## config.mk

```make
export PLATFORM = sky130hd
export DESIGN_NAME = adc_limit_event_irq
export DESIGN_NICKNAME = d
export VERILOG_FILES = /design/src/design/limit_compare.v /design/src/design/event_flag.v /design/src/design/adc_limit_event_irq.v
export VERILOG_INCLUDE_DIRS = /design/src /design/src/design
export SDC_FILE = /design/constraint.sdc
export NUM_CORES = 1
export LEC_CHECK = 0
export BUFFER_PORTS_ARGS = -buffer_cell sky130_fd_sc_hd__buf_2
export CAP_MARGIN = 10
export CORE_MARGIN = 2
export CORE_UTILIZATION = 45
export CTS_CLUSTER_DIAMETER = 60
export CTS_CLUSTER_SIZE = 8
export DETAILED_ROUTE_END_ITERATION = 12
export GPL_ROUTABILITY_DRIVEN = 1
export PLACE_DENSITY = 0.68
export SLEW_MARGIN = 20
export SYNTH_ARGS = -nofsm -noshare
export SYNTH_HDL_FRONTEND = slang
export SYNTH_SLANG_ARGS = --single-unit
```

## constraint.sdc

```tcl
create_clock -name aclk -period 4.2 [get_ports aclk]
set_input_delay 0.21 -clock aclk [delete_from_list [all_inputs] [get_ports aclk]]
set_output_delay 0.21 -clock aclk [all_outputs]
set_load 0.05 [all_outputs]
```

## src/design/adc_event_consts.vh

```
`ifndef ADC_EVENT_CONSTS_VH
`define ADC_EVENT_CONSTS_VH
// Register byte offsets.
`define OFF_STARTED 12'h100
`define OFF_END 12'h104
`define OFF_DONE 12'h108
`define OFF_RESULT_READY 12'h10c
`define OFF_CAL_COMPLETE 12'h110
`define OFF_STOPPED 12'h114
`define OFF_HIGH_HIT_BASE 12'h118
`define OFF_LOW_HIT_BASE 12'h11c
`define OFF_CHAN_STRIDE 12'h008
`define OFF_IRQ_ENABLE_MASK 12'h300
`define OFF_LIMIT_BASE 12'h400
`define OFF_RESULT 12'h440
// Interrupt enable field positions.
`define IEN_STARTED 0
`define IEN_END 1
`define IEN_DONE 2
`define IEN_RESULT_READY 3
`define IEN_CAL_COMPLETE 4
`define IEN_STOPPED 5
`define IEN_CHAN_BASE 6
`define IEN_WIDTH 22
// Limit register layout: low bound in bits 15:0, high bound in bits 31:16.
`define LIMIT_LOW_LSB 0
`define LIMIT_HIGH_LSB 16
// Reset values.
`define RST_IRQ_ENABLE_MASK 22'h000000
`define RST_LIMIT_WORD 32'h7fff8000
// AXI response codes.
`define RESP_OKAY 2'b00
`define RESP_SLVERR 2'b10
`endif

```

## src/design/limit_compare.v

```verilog
`timescale 1ns/1ns
`default_nettype none
// Signed bound comparison for one channel; flags are pulses on a new result.
module limit_compare #(
	parameter RES_W = 16
) (
	// Result strobe.
	input wire result_valid,
	input wire [RES_W-1:0] result,
	// Programmed bounds.
	input wire [RES_W-1:0] low_bound,
	input wire [RES_W-1:0] high_bound,
	// Hit pulses.
	output wire high_bound_hit,
	output wire low_bound_hit
);
	// Results are two's complement, so compare signed.
	assign low_bound_hit = result_valid & ($signed(result) <= $signed(low_bound));
	assign high_bound_hit = result_valid & ($signed(result) >= $signed(high_bound));
endmodule // limit_compare
`default_nettype wire

```

## src/design/event_flag.v

```verilog
`timescale 1ns/1ns
`default_nettype none
// Sticky event flag; hardware set wins over a software clear in the same cycle.
module event_flag (
	// Clock and reset.
	input wire aclk,
	input wire aresetn,
	// Set and software write.
	input wire set_pulse,
	input wire wr_en,
	input wire wr_val,
	// Flag.
	output reg flag_q
);
	// Software may write either value; a coincident set keeps the event.
	always @(posedge aclk) begin
		if (!aresetn) begin
			flag_q <= 1'b0;
		end else if (set_pulse) begin
			flag_q <= 1'b1;
		end else if (wr_en) begin
			flag_q <= wr_val;
		end
	end
endmodule // event_flag
`default_nettype wire

```

## src/design/adc_limit_event_irq.v

```verilog
`timescale 1ns/1ns
`default_nettype none
`include "adc_event_consts.vh"
module adc_limit_event_irq #(
	parameter NCH = 8,
	parameter RES_W = 16
) (
	// Clock and reset.
	input wire aclk,
	input wire aresetn,
	// AXI4-Lite write address.
	input wire [11:0] s_axi_awaddr,
	input wire s_axi_awvalid,
	output wire s_axi_awready,
	// AXI4-Lite write data.
	input wire [31:0] s_axi_wdata,
	input wire [3:0] s_axi_wstrb,
	input wire s_axi_wvalid,
	output wire s_axi_wready,
	// AXI4-Lite write response.
	output reg [1:0] s_axi_bresp,
	output reg s_axi_bvalid,
	input wire s_axi_bready,
	// AXI4-Lite read address.
	input wire [11:0] s_axi_araddr,
	input wire s_axi_arvalid,
	output wire s_axi_arready,
	// AXI4-Lite read data.
	output reg [31:0] s_axi_rdata,
	output reg [1:0] s_axi_rresp,
	output reg s_axi_rvalid,
	input wire s_axi_rready,
	// Event pulses from the converter core.
	input wire started_pulse,
	input wire end_pulse,
	input wire done_pulse,
	input wire result_ready_pulse,
	input wire calibration_complete_pulse,
	input wire stopped_pulse,
	// Latest conversion result.
	input wire result_valid,
	input wire [RES_W-1:0] result,
	// Interrupt request to the processor.
	output reg irq_q
);
	// Flag count: six converter events, then a high and a low flag per channel.
	localparam NFLAG = 6 + 2 * NCH;
	// Fixed converter events ahead of the channel pairs.
	localparam NFIXED = 6;

	// Write path holding registers.
	reg [31:0] awaddr_q;
	reg aw_held_q;
	reg [31:0] wdata_q;
	reg [3:0] wstrb_q;
	reg w_held_q;

	// Programmable state and the last result.
	reg [NFLAG-1:0] irq_enable_mask_q;
	reg [31:0] limit_q [0:NCH-1];
	reg [RES_W-1:0] result_q;

	// Event flags, their set pulses and the events that are both raised and enabled.
	wire [NFLAG-1:0] flags;
	wire [NFLAG-1:0] set_vec;
	wire [NFLAG-1:0] pending;

	// Write and read decode.
	wire [NFLAG-1:0] wr_sel;
	wire wr_fire;
	wire [11:0] wr_off;
	wire [11:0] rd_off;
	reg rd_hit;
	reg [31:0] rd_word;
	reg wr_hit;

	// Loop indices, one per process so that no variable has two drivers.
	integer i;
	integer j;
	integer k;

	// Address and data are latched separately so they may arrive in any order.
	assign s_axi_awready = !aw_held_q && !s_axi_bvalid;
	assign s_axi_wready = !w_held_q && !s_axi_bvalid;
	assign s_axi_arready = !s_axi_rvalid;
	assign wr_fire = aw_held_q && w_held_q && !s_axi_bvalid;
	assign wr_off = awaddr_q[11:0];
	assign rd_off = s_axi_araddr;

	// Write address capture; the address is held until the write is performed.
	always @(posedge aclk) begin
		if (!aresetn) begin
			aw_held_q <= 1'b0;
			awaddr_q <= 32'h00000000;
		end else if (s_axi_awvalid && s_axi_awready) begin
			aw_held_q <= 1'b1;
			awaddr_q <= {20'h00000, s_axi_awaddr};
		end else if (wr_fire) begin
			aw_held_q <= 1'b0;
		end
	end

	// Write data capture; it may arrive before or after its address.
	always @(posedge aclk) begin
		if (!aresetn) begin
			w_held_q <= 1'b0;
			wdata_q <= 32'h00000000;
			wstrb_q <= 4'h0;
		end else if (s_axi_wvalid && s_axi_wready) begin
			w_held_q <= 1'b1;
			wdata_q <= s_axi_wdata;
			wstrb_q <= s_axi_wstrb;
		end else if (wr_fire) begin
			w_held_q <= 1'b0;
		end
	end

	// Event set vector: fixed events then channel pairs, high first then low.
	assign set_vec[`IEN_STARTED] = started_pulse;
	assign set_vec[`IEN_END] = end_pulse;
	assign set_vec[`IEN_DONE] = done_pulse;
	assign set_vec[`IEN_RESULT_READY] = result_ready_pulse;
	assign set_vec[`IEN_CAL_COMPLETE] = calibration_complete_pulse;
	assign set_vec[`IEN_STOPPED] = stopped_pulse;

	// Flag write selects: fixed events at consecutive words, channels by stride.
	assign wr_sel[0] = wr_off == `OFF_STARTED;
	assign wr_sel[1] = wr_off == `OFF_END;
	assign wr_sel[2] = wr_off == `OFF_DONE;
	assign wr_sel[3] = wr_off == `OFF_RESULT_READY;
	assign wr_sel[4] = wr_off == `OFF_CAL_COMPLETE;
	assign wr_sel[5] = wr_off == `OFF_STOPPED;

	// Per-channel comparators and write selects, then one sticky flag per event.
	genvar g;
	generate
		for (g = 0; g < NCH; g = g + 1) begin : chan
			// Compare against the bound halves of this channel's limit word.
			limit_compare #(
				.RES_W(RES_W)
			) u_cmp (
				.result_valid(result_valid),
				.result(result),
				.low_bound(limit_q[g][`LIMIT_LOW_LSB +: RES_W]),
				.high_bound(limit_q[g][`LIMIT_HIGH_LSB +: RES_W]),
				.high_bound_hit(set_vec[`IEN_CHAN_BASE + 2 * g]),
				.low_bound_hit(set_vec[`IEN_CHAN_BASE + 2 * g + 1])
			);
			assign wr_sel[`IEN_CHAN_BASE + 2 * g] =
				wr_off == `OFF_HIGH_HIT_BASE + g * `OFF_CHAN_STRIDE;
			assign wr_sel[`IEN_CHAN_BASE + 2 * g + 1] =
				wr_off == `OFF_LOW_HIT_BASE + g * `OFF_CHAN_STRIDE;
		end

		for (g = 0; g < NFLAG; g = g + 1) begin : flg
			// Each event is a sticky flag, set by hardware, cleared by software.
			event_flag u_flag (
				.aclk(aclk),
				.aresetn(aresetn),
				.set_pulse(set_vec[g]),
				.wr_en(wr_fire && wr_sel[g] && wstrb_q[0]),
				.wr_val(wdata_q[0]),
				.flag_q(flags[g])
			);
		end
	endgenerate

	// Last result, kept so that software can read back what the bounds were held against.
	always @(posedge aclk) begin
		if (!aresetn) begin
			result_q <= {RES_W{1'b0}};
		end else if (result_valid) begin
			result_q <= result;
		end
	end

	// Register writes: enable mask and channel limits.
	always @(posedge aclk) begin
		if (!aresetn) begin
			irq_enable_mask_q <= `RST_IRQ_ENABLE_MASK;
			for (i = 0; i < NCH; i = i + 1) begin
				limit_q[i] <= `RST_LIMIT_WORD;
			end
		end else begin
			if (wr_fire && wr_off == `OFF_IRQ_ENABLE_MASK) begin
				// Byte lanes apply; 1 enables an event, 0 disables it.
				if (wstrb_q[0]) begin
					irq_enable_mask_q[7:0] <= wdata_q[7:0];
				end
				if (wstrb_q[1]) begin
					irq_enable_mask_q[15:8] <= wdata_q[15:8];
				end
				if (wstrb_q[2]) begin
					irq_enable_mask_q[NFLAG-1:16] <= wdata_q[NFLAG-1:16];
				end
			end
			for (i = 0; i < NCH; i = i + 1) begin
				if (wr_fire && wr_off == `OFF_LIMIT_BASE + i * 4) begin
					if (wstrb_q[0]) begin
						limit_q[i][7:0] <= wdata_q[7:0];
					end
					if (wstrb_q[1]) begin
						limit_q[i][15:8] <= wdata_q[15:8];
					end
					if (wstrb_q[2]) begin
						limit_q[i][23:16] <= wdata_q[23:16];
					end
					if (wstrb_q[3]) begin
						limit_q[i][31:24] <= wdata_q[31:24];
					end
				end
			end
		end
	end

	// Decode whether the pending write lands on a mapped register.
	always @* begin
		wr_hit = (|wr_sel) || wr_off == `OFF_IRQ_ENABLE_MASK;
		for (j = 0; j < NCH; j = j + 1) begin
			if (wr_off == `OFF_LIMIT_BASE + j * 4) begin
				wr_hit = 1'b1;
			end
		end
	end

	// Write response; unmapped addresses get SLVERR and change nothing.
	always @(posedge aclk) begin
		if (!aresetn) begin
			s_axi_bvalid <= 1'b0;
			s_axi_bresp <= `RESP_OKAY;
		end else if (wr_fire) begin
			s_axi_bvalid <= 1'b1;
			s_axi_bresp <= wr_hit ? `RESP_OKAY : `RESP_SLVERR;
		end else if (s_axi_bready) begin
			s_axi_bvalid <= 1'b0;
		end
	end

	// Read mux; flags read in bit 0, enable mask upper bits read zero.
	always @* begin
		rd_hit = 1'b0;
		rd_word = 32'h00000000;
		for (k = 0; k < NFIXED; k = k + 1) begin
			if (rd_off == `OFF_STARTED + k * 4) begin
				rd_hit = 1'b1;
				rd_word = {31'h0, flags[k]};
			end
		end
		for (k = 0; k < NCH; k = k + 1) begin
			if (rd_off == `OFF_HIGH_HIT_BASE + k * `OFF_CHAN_STRIDE) begin
				rd_hit = 1'b1;
				rd_word = {31'h0, flags[`IEN_CHAN_BASE + 2 * k]};
			end
			if (rd_off == `OFF_LOW_HIT_BASE + k * `OFF_CHAN_STRIDE) begin
				rd_hit = 1'b1;
				rd_word = {31'h0, flags[`IEN_CHAN_BASE + 2 * k + 1]};
			end
			if (rd_off == `OFF_LIMIT_BASE + k * 4) begin
				rd_hit = 1'b1;
				rd_word = limit_q[k];
			end
		end
		if (rd_off == `OFF_IRQ_ENABLE_MASK) begin
			rd_hit = 1'b1;
			rd_word = {{(32 - NFLAG){1'b0}}, irq_enable_mask_q};
		end
		if (rd_off == `OFF_RESULT) begin
			rd_hit = 1'b1;
			rd_word = {{(32 - RES_W){1'b0}}, result_q};
		end
	end

	// Read response registered one cycle after the address is taken.
	always @(posedge aclk) begin
		if (!aresetn) begin
			s_axi_rvalid <= 1'b0;
			s_axi_rdata <= 32'h00000000;
			s_axi_rresp <= `RESP_OKAY;
		end else if (s_axi_arvalid && s_axi_arready) begin
			s_axi_rvalid <= 1'b1;
			s_axi_rdata <= rd_word;
			s_axi_rresp <= rd_hit ? `RESP_OKAY : `RESP_SLVERR;
		end else if (s_axi_rready) begin
			s_axi_rvalid <= 1'b0;
		end
	end

	// Events that are raised and enabled; a disabled event stays visible in its flag.
	assign pending = flags & irq_enable_mask_q;

	// Level interrupt: any pending event holds the request; registered to avoid glitches.
	always @(posedge aclk) begin
		if (!aresetn) begin
			irq_q <= 1'b0;
		end else begin
			irq_q <= |pending;
		end
	end
endmodule // adc_limit_event_irq
`default_nettype wire

```

# Yosys cells after proc, flatten, opt, wreduce, memory -nomap -nowiden
# Memory sizes are Yosys's and may differ from the RTL's.
# Cells that the tools add are included.
# word_totals
n_memories	1
rom_bits	0
ff_bits	149
latch_bits	0
elab_cells	520
output_inout_bits	42
ramBits	256
# op_classes
n_div	0
n_addsub	0
muxes	258
n_bitwise	49
magnitude_cmp	16
n_shift	0
multipliers	0
eq_ne	63
n_reduce_logical	96
# memory_table
name	words	width	read_ports	rd_ports_with_merged_regs	write_ports	line	text
limit_q	8	32	8	0	8	adc_limit_event_irq.v:60	reg [31:0] limit_q [0:NCH-1];
# op_table
op	n
$mux 32	31
$eq 12x9->1 const B	44
$mux 8	32
$eq 12x11->1 const B	17
$mux 1	193
$ge 16x16->1	8
$le 16x16->1	8
$logic_and 1x1->1	60
$reduce_bool 2->1	26
$reduce_or 22->1	2
$or 1x1->1	32
$eq 12x10->1 const B	2
$and 22x22->22	1
$and 1x1->1	16
$reduce_and 2->1	3
$logic_not 1->1	4
$mux 2	2
$logic_or 1x1->1	1

# Longest topological paths before layout
# Gate-level depths: netlist of run 1.
# depth
word_depth	34
depth_mapped	9
mapped_depth_nobuf	8

# Modules after synthesis
# Synthesis of run 1 repeated with hierarchy kept, for this count alone.
# hier_totals
hier_cells	2536
hier_area_um2	24115.6
# modules_own_cells
mod	seq_area_each_um2	area_each_um2	cells_each	n_inst
adc_limit_event_irq	10189.8	16716.0	1566	1
limit_compare	0.0	818.3	113	8
event_flag	20.0	38.8	3	22

# Worst setup path after synthesis of run 1
# Ideal clock, no wire load.
# synth_timing
path_kind	reg-to-reg
startpoint	register s_axi_bvalid
endpoint	memory limit_q[0][16] (enable)
arrival_ps	2054
path_buffers	1
stages_incl_launch_ff	7
slack_ps	1811
period_less_slack_ps	2389
setup_ps	334
cell_sequence	dfxtp_1 > nand3b_1 > or3_1 > nor2_1 > and2_1 > buf_2 > nand2b_1
# synth_lines
item	line	text
start: declaration	adc_limit_event_irq.v:22	output reg s_axi_bvalid,
start signal: assignment	adc_limit_event_irq.v:229	s_axi_bvalid <= 1'b0;
start signal: assignment	adc_limit_event_irq.v:232	s_axi_bvalid <= 1'b1;
start signal: assignment	adc_limit_event_irq.v:235	s_axi_bvalid <= 1'b0;
end: declaration	adc_limit_event_irq.v:60	

==> metrics.txt, run 1 <==
Cell variety after synth 70; Critical-path top delay cell nor2_1; CP Launch Type flop; Via density 6.14; routed vias 21000; PwrDens 376 nW/um^2; grt ovf 0; Yosys reg bits 403; CP Capture Type flop; RSZ-0062 raised after global routing false; Die Ht 233 um; CTS-repair resized insts 0; HPWL Detailed 63.6 mm; Most used DFF post-synth edfxtp_1; Final min period 3.03 ns; Crit Path Max Fanout 9; top cells by area, synth edfxtp_1 (32%), ha_1 (14%), dfxtp_1 (12%), nand2_1 (5.5%), inv_1 (4.7%); largest net degree at the start of global routing 78; final RePlAce weighted congestion 1.01; vias in the first global route 20200; relative slew slack 0.304; All-Layer GR Usage 0.313; CTS Hold Bufs 58; number of enable flip-flop cells after synthesis 256; share of cells above drive strength 1 0.0970; total power 10.3 mW; initial antenna violation count 1; setup bufs post-CTS 0; crit path cell chain nor3_1 -> nand2_1 -> or3_1 -> nor2_1 -> and2_1 -> nand2b_1; final number of setup-violating endpoints 0; Routed WL 85.6 mm; Rows 84; First-pass DRT Iterations 6; worst-margin pin slew 1.04 ns; final hold vios 0; CTS tree built; Slew Viols, Final 0; Worst Skew 0.0397 ns; syn avg cell area 9.42 sq um; Commonest cells post-synth nand2_1 (344), inv_1 (299), edfxtp_1 (256), ha_1 (256), nor2_1 (222); first-pass GRT wire length 125 mm; outcome completed; leading area contributor after synthesis edfxtp_1; IO Pins 132; Leakage 12.1 nW; Port Buf Inserts 129; effective utilization at floorplan 0.453; Post-Synthesis Cells 2514; Hold Path Class in2reg; period utilisation layout 0.721; antenna diode count 0; setup total negative slack 0 ns; final net count 3034; post-route ant nets 0; WL/cell 25.0 um; Crit path depth 6; Peak VDD IR 0.000292 V; CTS Buf Count 59; Skew-Pair Late Insertion Delay 0.63 ns; Post-synth ARST share 0; clk slew on worst S/H paths 0.06 ns; Area growth syn-to-layout 15.5%; number of buffers and inverters on the critical path 0; Crit path largest cell delay 0.63 ns; CP delay by family, top simple AND/OR/NAND/NOR gates; Max-Cap Viols 0; Post-route DRC 0; Post-Synthesis Cell Area 23700 sq um; Die ar. 54500 sq um; clock tree buffer depth 3; top-count cell post-synth nand2_1; CP required 4.48 ns; Clock Tree Root clkbuf_16; CTS H-tree lvls 2; top cell type's share of synthesized area 0.325; Die X 233 um; clock sink total 403; sequential fraction of the synthesis area 0.449; core region area 52300 sq um; worst reg2reg path depth 6; 1st-iter DRT viols 2768; FMAX 330 MHz; Arrival @ worst endpoint 3.31 ns; hold path depth 3; Ys Warns 0; critical path class reg2reg
==> tightest hold or removal path, cell delays in order <==
cell and delay [ns]:
buf_2 0.17, o311ai_0 0.21, a21oi_1 0.15
==> metrics by stage <==
step | setup slack (ns) | cell area [sq um] | utilization | std cells | hold WS (ns)
after floorplan | 1.81 | 23700 | - | 2515 | 0.310
after global placement | 1.15 | 25000 | 0.478 | 3257 | 0.396
after detailed placement | 1.10 | 25000 | 0.478 | 3257 | 0.408
after CTS | 1.25 | 27400 | 0.523 | 3420 | 0.156
after global routing | 1.03 | 27400 | 0.523 | 3420 | 0.201
final | 1.17 | 27400 | 0.523 | 3420 | 0.182
==> report_power, final <==
group          internal [mW]  total [mW]  leakage [nW]  switching [mW]
logic                  0.405        1.21          7.75           0.806
registers               4.37        4.53          3.48           0.163
clock network           2.75        4.55         0.836            1.80
total                   7.52        10.3          12.1            2.77
==> routing by layer <==
layer / vias to the layer above / wire [um] / global-route usage / share of wire
li1: 9389 / - / - / -
met1: 10100 / 35200 / 0.438 / 0.41
met2: 1296 / 36000 / 0.458 / 0.42
met3: 203 / 11300 / 0.0897 / 0.13
met4: 0 / 3230 / 0.114 / 0.038
met5: - / 0 / 0 / 0
==> flip-flops by register name, indices dropped and copies added, names as in the netlist <==
| signal | flops |
|---|---|
| wstrb_q | 4 |
| w_held_q | 1 |
| awaddr_q | 12 |
| s_axi_rdata | 32 |
| irq_enable_mask_q | 22 |
| s_axi_rresp | 1 |
| aw_held_q | 1 |
| wdata_q | 32 |
| s_axi_bvalid | 1 |
| irq_q | 1 |
| s_axi_rvalid | 1 |
| result_q | 16 |
| s_axi_bresp | 1 |
| limit_q | 256 |
| flg.u_flag.flag_q | 22 |
==> final timing paths <==
kind	startpoint	to	slack, ns
max	awaddr_q[4]$_SDFFE_PN0P_	limit_q[0][81]$_SDFFCE_PN1P_	1.17
min	s_axi_araddr[7]	s_axi_rresp[1]$_SDFFE_PN0P_	0.18
max reg2reg	awaddr_q[4]$_SDFFE_PN0P_	limit_q[0][81]$_SDFFCE_PN1P_	1.17
min reg2reg	s_axi_rdata[27]$_SDFFE_PN0P_	s_axi_rdata[27]$_SDFFE_PN0P_	0.46
==> placed cells by master (no fill, tap or decap), drive strengths merged, types with 5 or more instances in the layout <==
master / count
nand2: 344
inv: 301
ha: 256
edfxtp: 256
nor2: 222
buf: 163
dfxtp: 147
a21oi: 142
clkbuf: 100
o21ai: 78
a22oi: 77
dlygate4sd3: 58
nor3: 58
mux2i: 56
a221oi: 50
nand4: 42
a21o: 41
nand3: 33
a22o: 31
a31oi: 26
o21a: 22
nand2b: 19
nor2b: 17
a211oi: 14
and2: 14
nor4: 12
o211ai: 11
or3: 10
o31ai: 10
or4b: 10
and3: 9
mux2: 9
a211o: 8
a2111oi: 8
o311ai: 7
nor4b: 6
or2: 5
and4: 5
a221o: 5
==> area by class of cell <==
class                   instances  area [sq um]
repair buffers                221          1480
clock buffers                 100          1680
multi-input cells            1704         11500
flip-flops and latches        403         10600
well taps                     688           861
inverters                     299          1120
clock inverters                 5          75.1
fillers                      4637         25000
==> cells by family after synthesis <==
| kind of cell | after synthesis | synth area share |
|---|---|---|
| flip-flops | 403 | 0.449 |
| AO/OA/AOI/OAI | 554 | 0.159 |
| other | 1 | 0.000158 |
| AND/OR/NAND/NOR | 827 | 0.161 |
| buffers and inverters | 408 | 0.0676 |
| adder cells (fa/ha/maj) | 256 | 0.135 |
| multiplexers | 65 | 0.0279 |
Power figures use the tool's default switching activity.
==> inputs of run 2 (changes only) <==
--- a/config.mk
+++ b/config.mk
@@ -14,7 +14,7 @@
 export CTS_CLUSTER_SIZE = 8
 export DETAILED_ROUTE_END_ITERATION = 12
 export GPL_ROUTABILITY_DRIVEN = 1
-export PLACE_DENSITY = 0.68
+export PLACE_DENSITY = 0.7
 export SLEW_MARGIN = 20
 export SYNTH_ARGS = -nofsm -noshare
 export SYNTH_HDL_FRONTEND = slang
==> constraint.sdc (replaced) <==
create_clock -name aclk -period 2.6 [get_ports aclk]
set_input_delay 0.13 -clock aclk [delete_from_list [all_inputs] [get_ports aclk]]
set_output_delay 0.13 -clock aclk [all_outputs]
set_load 0.05 [all_outputs]
==> run 2 against run 1 <==
Net effect:
- first-iteration DRC count grew 2.3%
- largest cell class unchanged
- non-clock buffer count up 104
- power grew 59%
- setup slack got worse by 1.1 ns
- sequential power increased by 61%
- clock power is 53% higher
- die area unchanged
- global-route usage down 0.82 points
==> metrics.txt, run 2 (synthesized netlist as in run 1, its figures left out) <==
FMAX 401 MHz; Biggest register limit_q; Die ar. 54500 sq um; Crit path depth 6; final number of setup-violating endpoints 0; max reg flops 256; Skew-Pair Late Insertion Delay 0.63 ns; vias in the first global route 20700; Rows 84; CP delay by family, top simple AND/OR/NAND/NOR gates; Port Buf Inserts 129; worst reg2reg path depth 6; Leakage 12.6 nW; Net Sw Frac 0.270; First-pass DRT Iterations 6; most frequent cells in the layout nand2_1 (344), inv_1 (298), ha_1 (256), edfxtp_1 (256), nor2_1 (220); share of cells above drive strength 1 0.131; Filler cells 4587; Area growth syn-to-layout 19.1%; Die X 233 um; RSZ-0062 raised after global routing false; Worst Skew 0.0250 ns; PwrDens 579 nW/um^2; WL/cell 23.8 um; CTS tree built; Crit Path Max Fanout 8; CP startpoint awaddr_q[8]$_SDFFE_PN0P_; final net count 3136; most common cell after layout, fill and taps aside nand2_1; core region area 52300 sq um; Final Non-Filler Cells 3525; cell internal pwr 11.9 mW; Design Area, Final 28200 sq um; grt ovf 0; Peak VDD IR 0.000415 V; first-pass GRT wire length 123 mm; CP Capture Point limit_q[0][74]$_SDFFCE_PN0P_; Routed WL 83.9 mm; Arrival @ worst endpoint 2.77 ns; effective utilization at floorplan 0.453; Critical-path top delay cell or4b_1; worst-margin pin slew 0.782 ns; Largest regs limit_q x256, s_axi_rdata x32, wdata_q x32; initial antenna violation count 2; combinational power share 0.128; IO Pins 132; CP Launch Type flop; Clock Tree Root clkbuf_16; final hold vios 0; critical path class reg2reg; clock tree buffer depth 3; routed vias 21500; All-Layer GR Usage 0.304; R2R setup slack 0.11 ns; post-route ant nets 0; Switching Power 4.41 mW; final RePlAce weighted congestion 1.04; CTS H-tree lvls 2; Seq pwr share 0.446; Max-Cap Viols 0; Final min period 2.49 ns; Crit path largest cell delay 0.60 ns; Via density 6.10; clk slew on worst S/H paths 0.05 ns; Hold Path Class in2reg; CP required 2.88 ns; R2R Path Start awaddr_q[8]$_SDFFE_PN0P_; outcome completed; Reg-to-Reg End limit_q[0][74]$_SDFFCE_PN0P_; CTS Buf Count 57; CP dominant cell by count nand2_1; relative slew slack 0.472; 1st-iter DRT viols 2833; DP Area 25900 sq um; CP Capture Type flop; Clk pwr share 0.426; Slew Viols, Final 0; Die Ht 233 um; largest net degree at the start of global routing 61; Post-route DRC 0; clock sink total 403; placed cells 3361; crit path cell chain or4b_1 -> or3_1 -> nor2_1 -> buf_4 -> nand2_1 -> nand2_1; number of buffers and inverters on the critical path 1; period utilisation layout 0.959; HPWL Detailed 63.5 mm
## run 2: per-layer routing
layer	vias to the layer above	global-route usage	share of wire
met5	-	0	0
met4	0	0.135	0.046
met3	244	0.0729	0.13
met2	1454	0.469	0.43
met1	10200	0.407	0.39
li1	9574	-	-
## run 2: final cells by class
class	instances	area (sq um)	share of cell area
Tap cell	688	861	0.0305
Multi-Input combinational cell	1704	11500	0.409
Clock inverter	5	51.3	0.00182
Antenna cell	4	10.0	0.000355
Timing Repair Buffer	325	2400	0.0851
Clock buffer	97	1600	0.0566
Inverter	299	1120	0.0399
Sequential cell	403	10600	0.377
## run 2: power groups by stage
| stage | clock network [mW] | logic, mW | registers [mW] |
|---|---|---|---|
| 2_1_floorplan | 0 | 1.09 | 7.37 |
| 3_3_place_gp | 0 | 1.88 | 7.39 |
| 3_5_place_dp | 0 | 1.96 | 7.40 |
| 4_1_cts | 6.95 | 2.04 | 7.27 |
| 5_1_grt | 7.19 | 2.26 | 7.30 |
| 6_report | 6.96 | 2.09 | 7.29 |
## run 2: how the worst min path moves through the flow
stage	start	end	slack, ns	cells past startpoint
3_3_place_gp	s_axi_rready	s_axi_rvalid$_SDFFE_PN0P_	0.32	2
4_1_cts	result[2]	result_q[2]$_SDFFE_PN0P_	0.04	3
5_1_grt	result[2]	result_q[2]$_SDFFE_PN0P_	0.08	3
6_report	result[2]	result_q[2]$_SDFFE_PN0P_	0.06	3
2_1_floorplan	s_axi_rready	s_axi_rvalid$_SDFFE_PN0P_	0.23	1
3_5_place_dp	s_axi_rready	s_axi_rvalid$_SDFFE_PN0P_	0.33	2
## run 2: per-stage QoR
step	TNS (ns)	utilization	setup WS, ns	total power, mW	hold WS (ns)
detailed placement	0	0.496	0.0428	9.35	0.326
CTS	0	0.538	0.0371	16.3	0.0351
finish	0	0.539	0.106	16.3	0.0592
global placement	-0.641	0.496	-0.261	9.27	0.317
floorplan	0	-	0.211	8.46	0.230
global route	0	0.539	0.0232	16.7	0.0798
## run 2: what timing repair did
item	CTS	global route
hold endpoints to repair	57	0
endpoints found under the setup margin	0	44
setup buffers	0	0
hold buffers	58	0
resized for setup	0	5
## run 2: tightest hold or removal path, stage by stage
cell	delay, ns
buf_2	0.26
mux2i_1	0.20
nor2_1	0.05
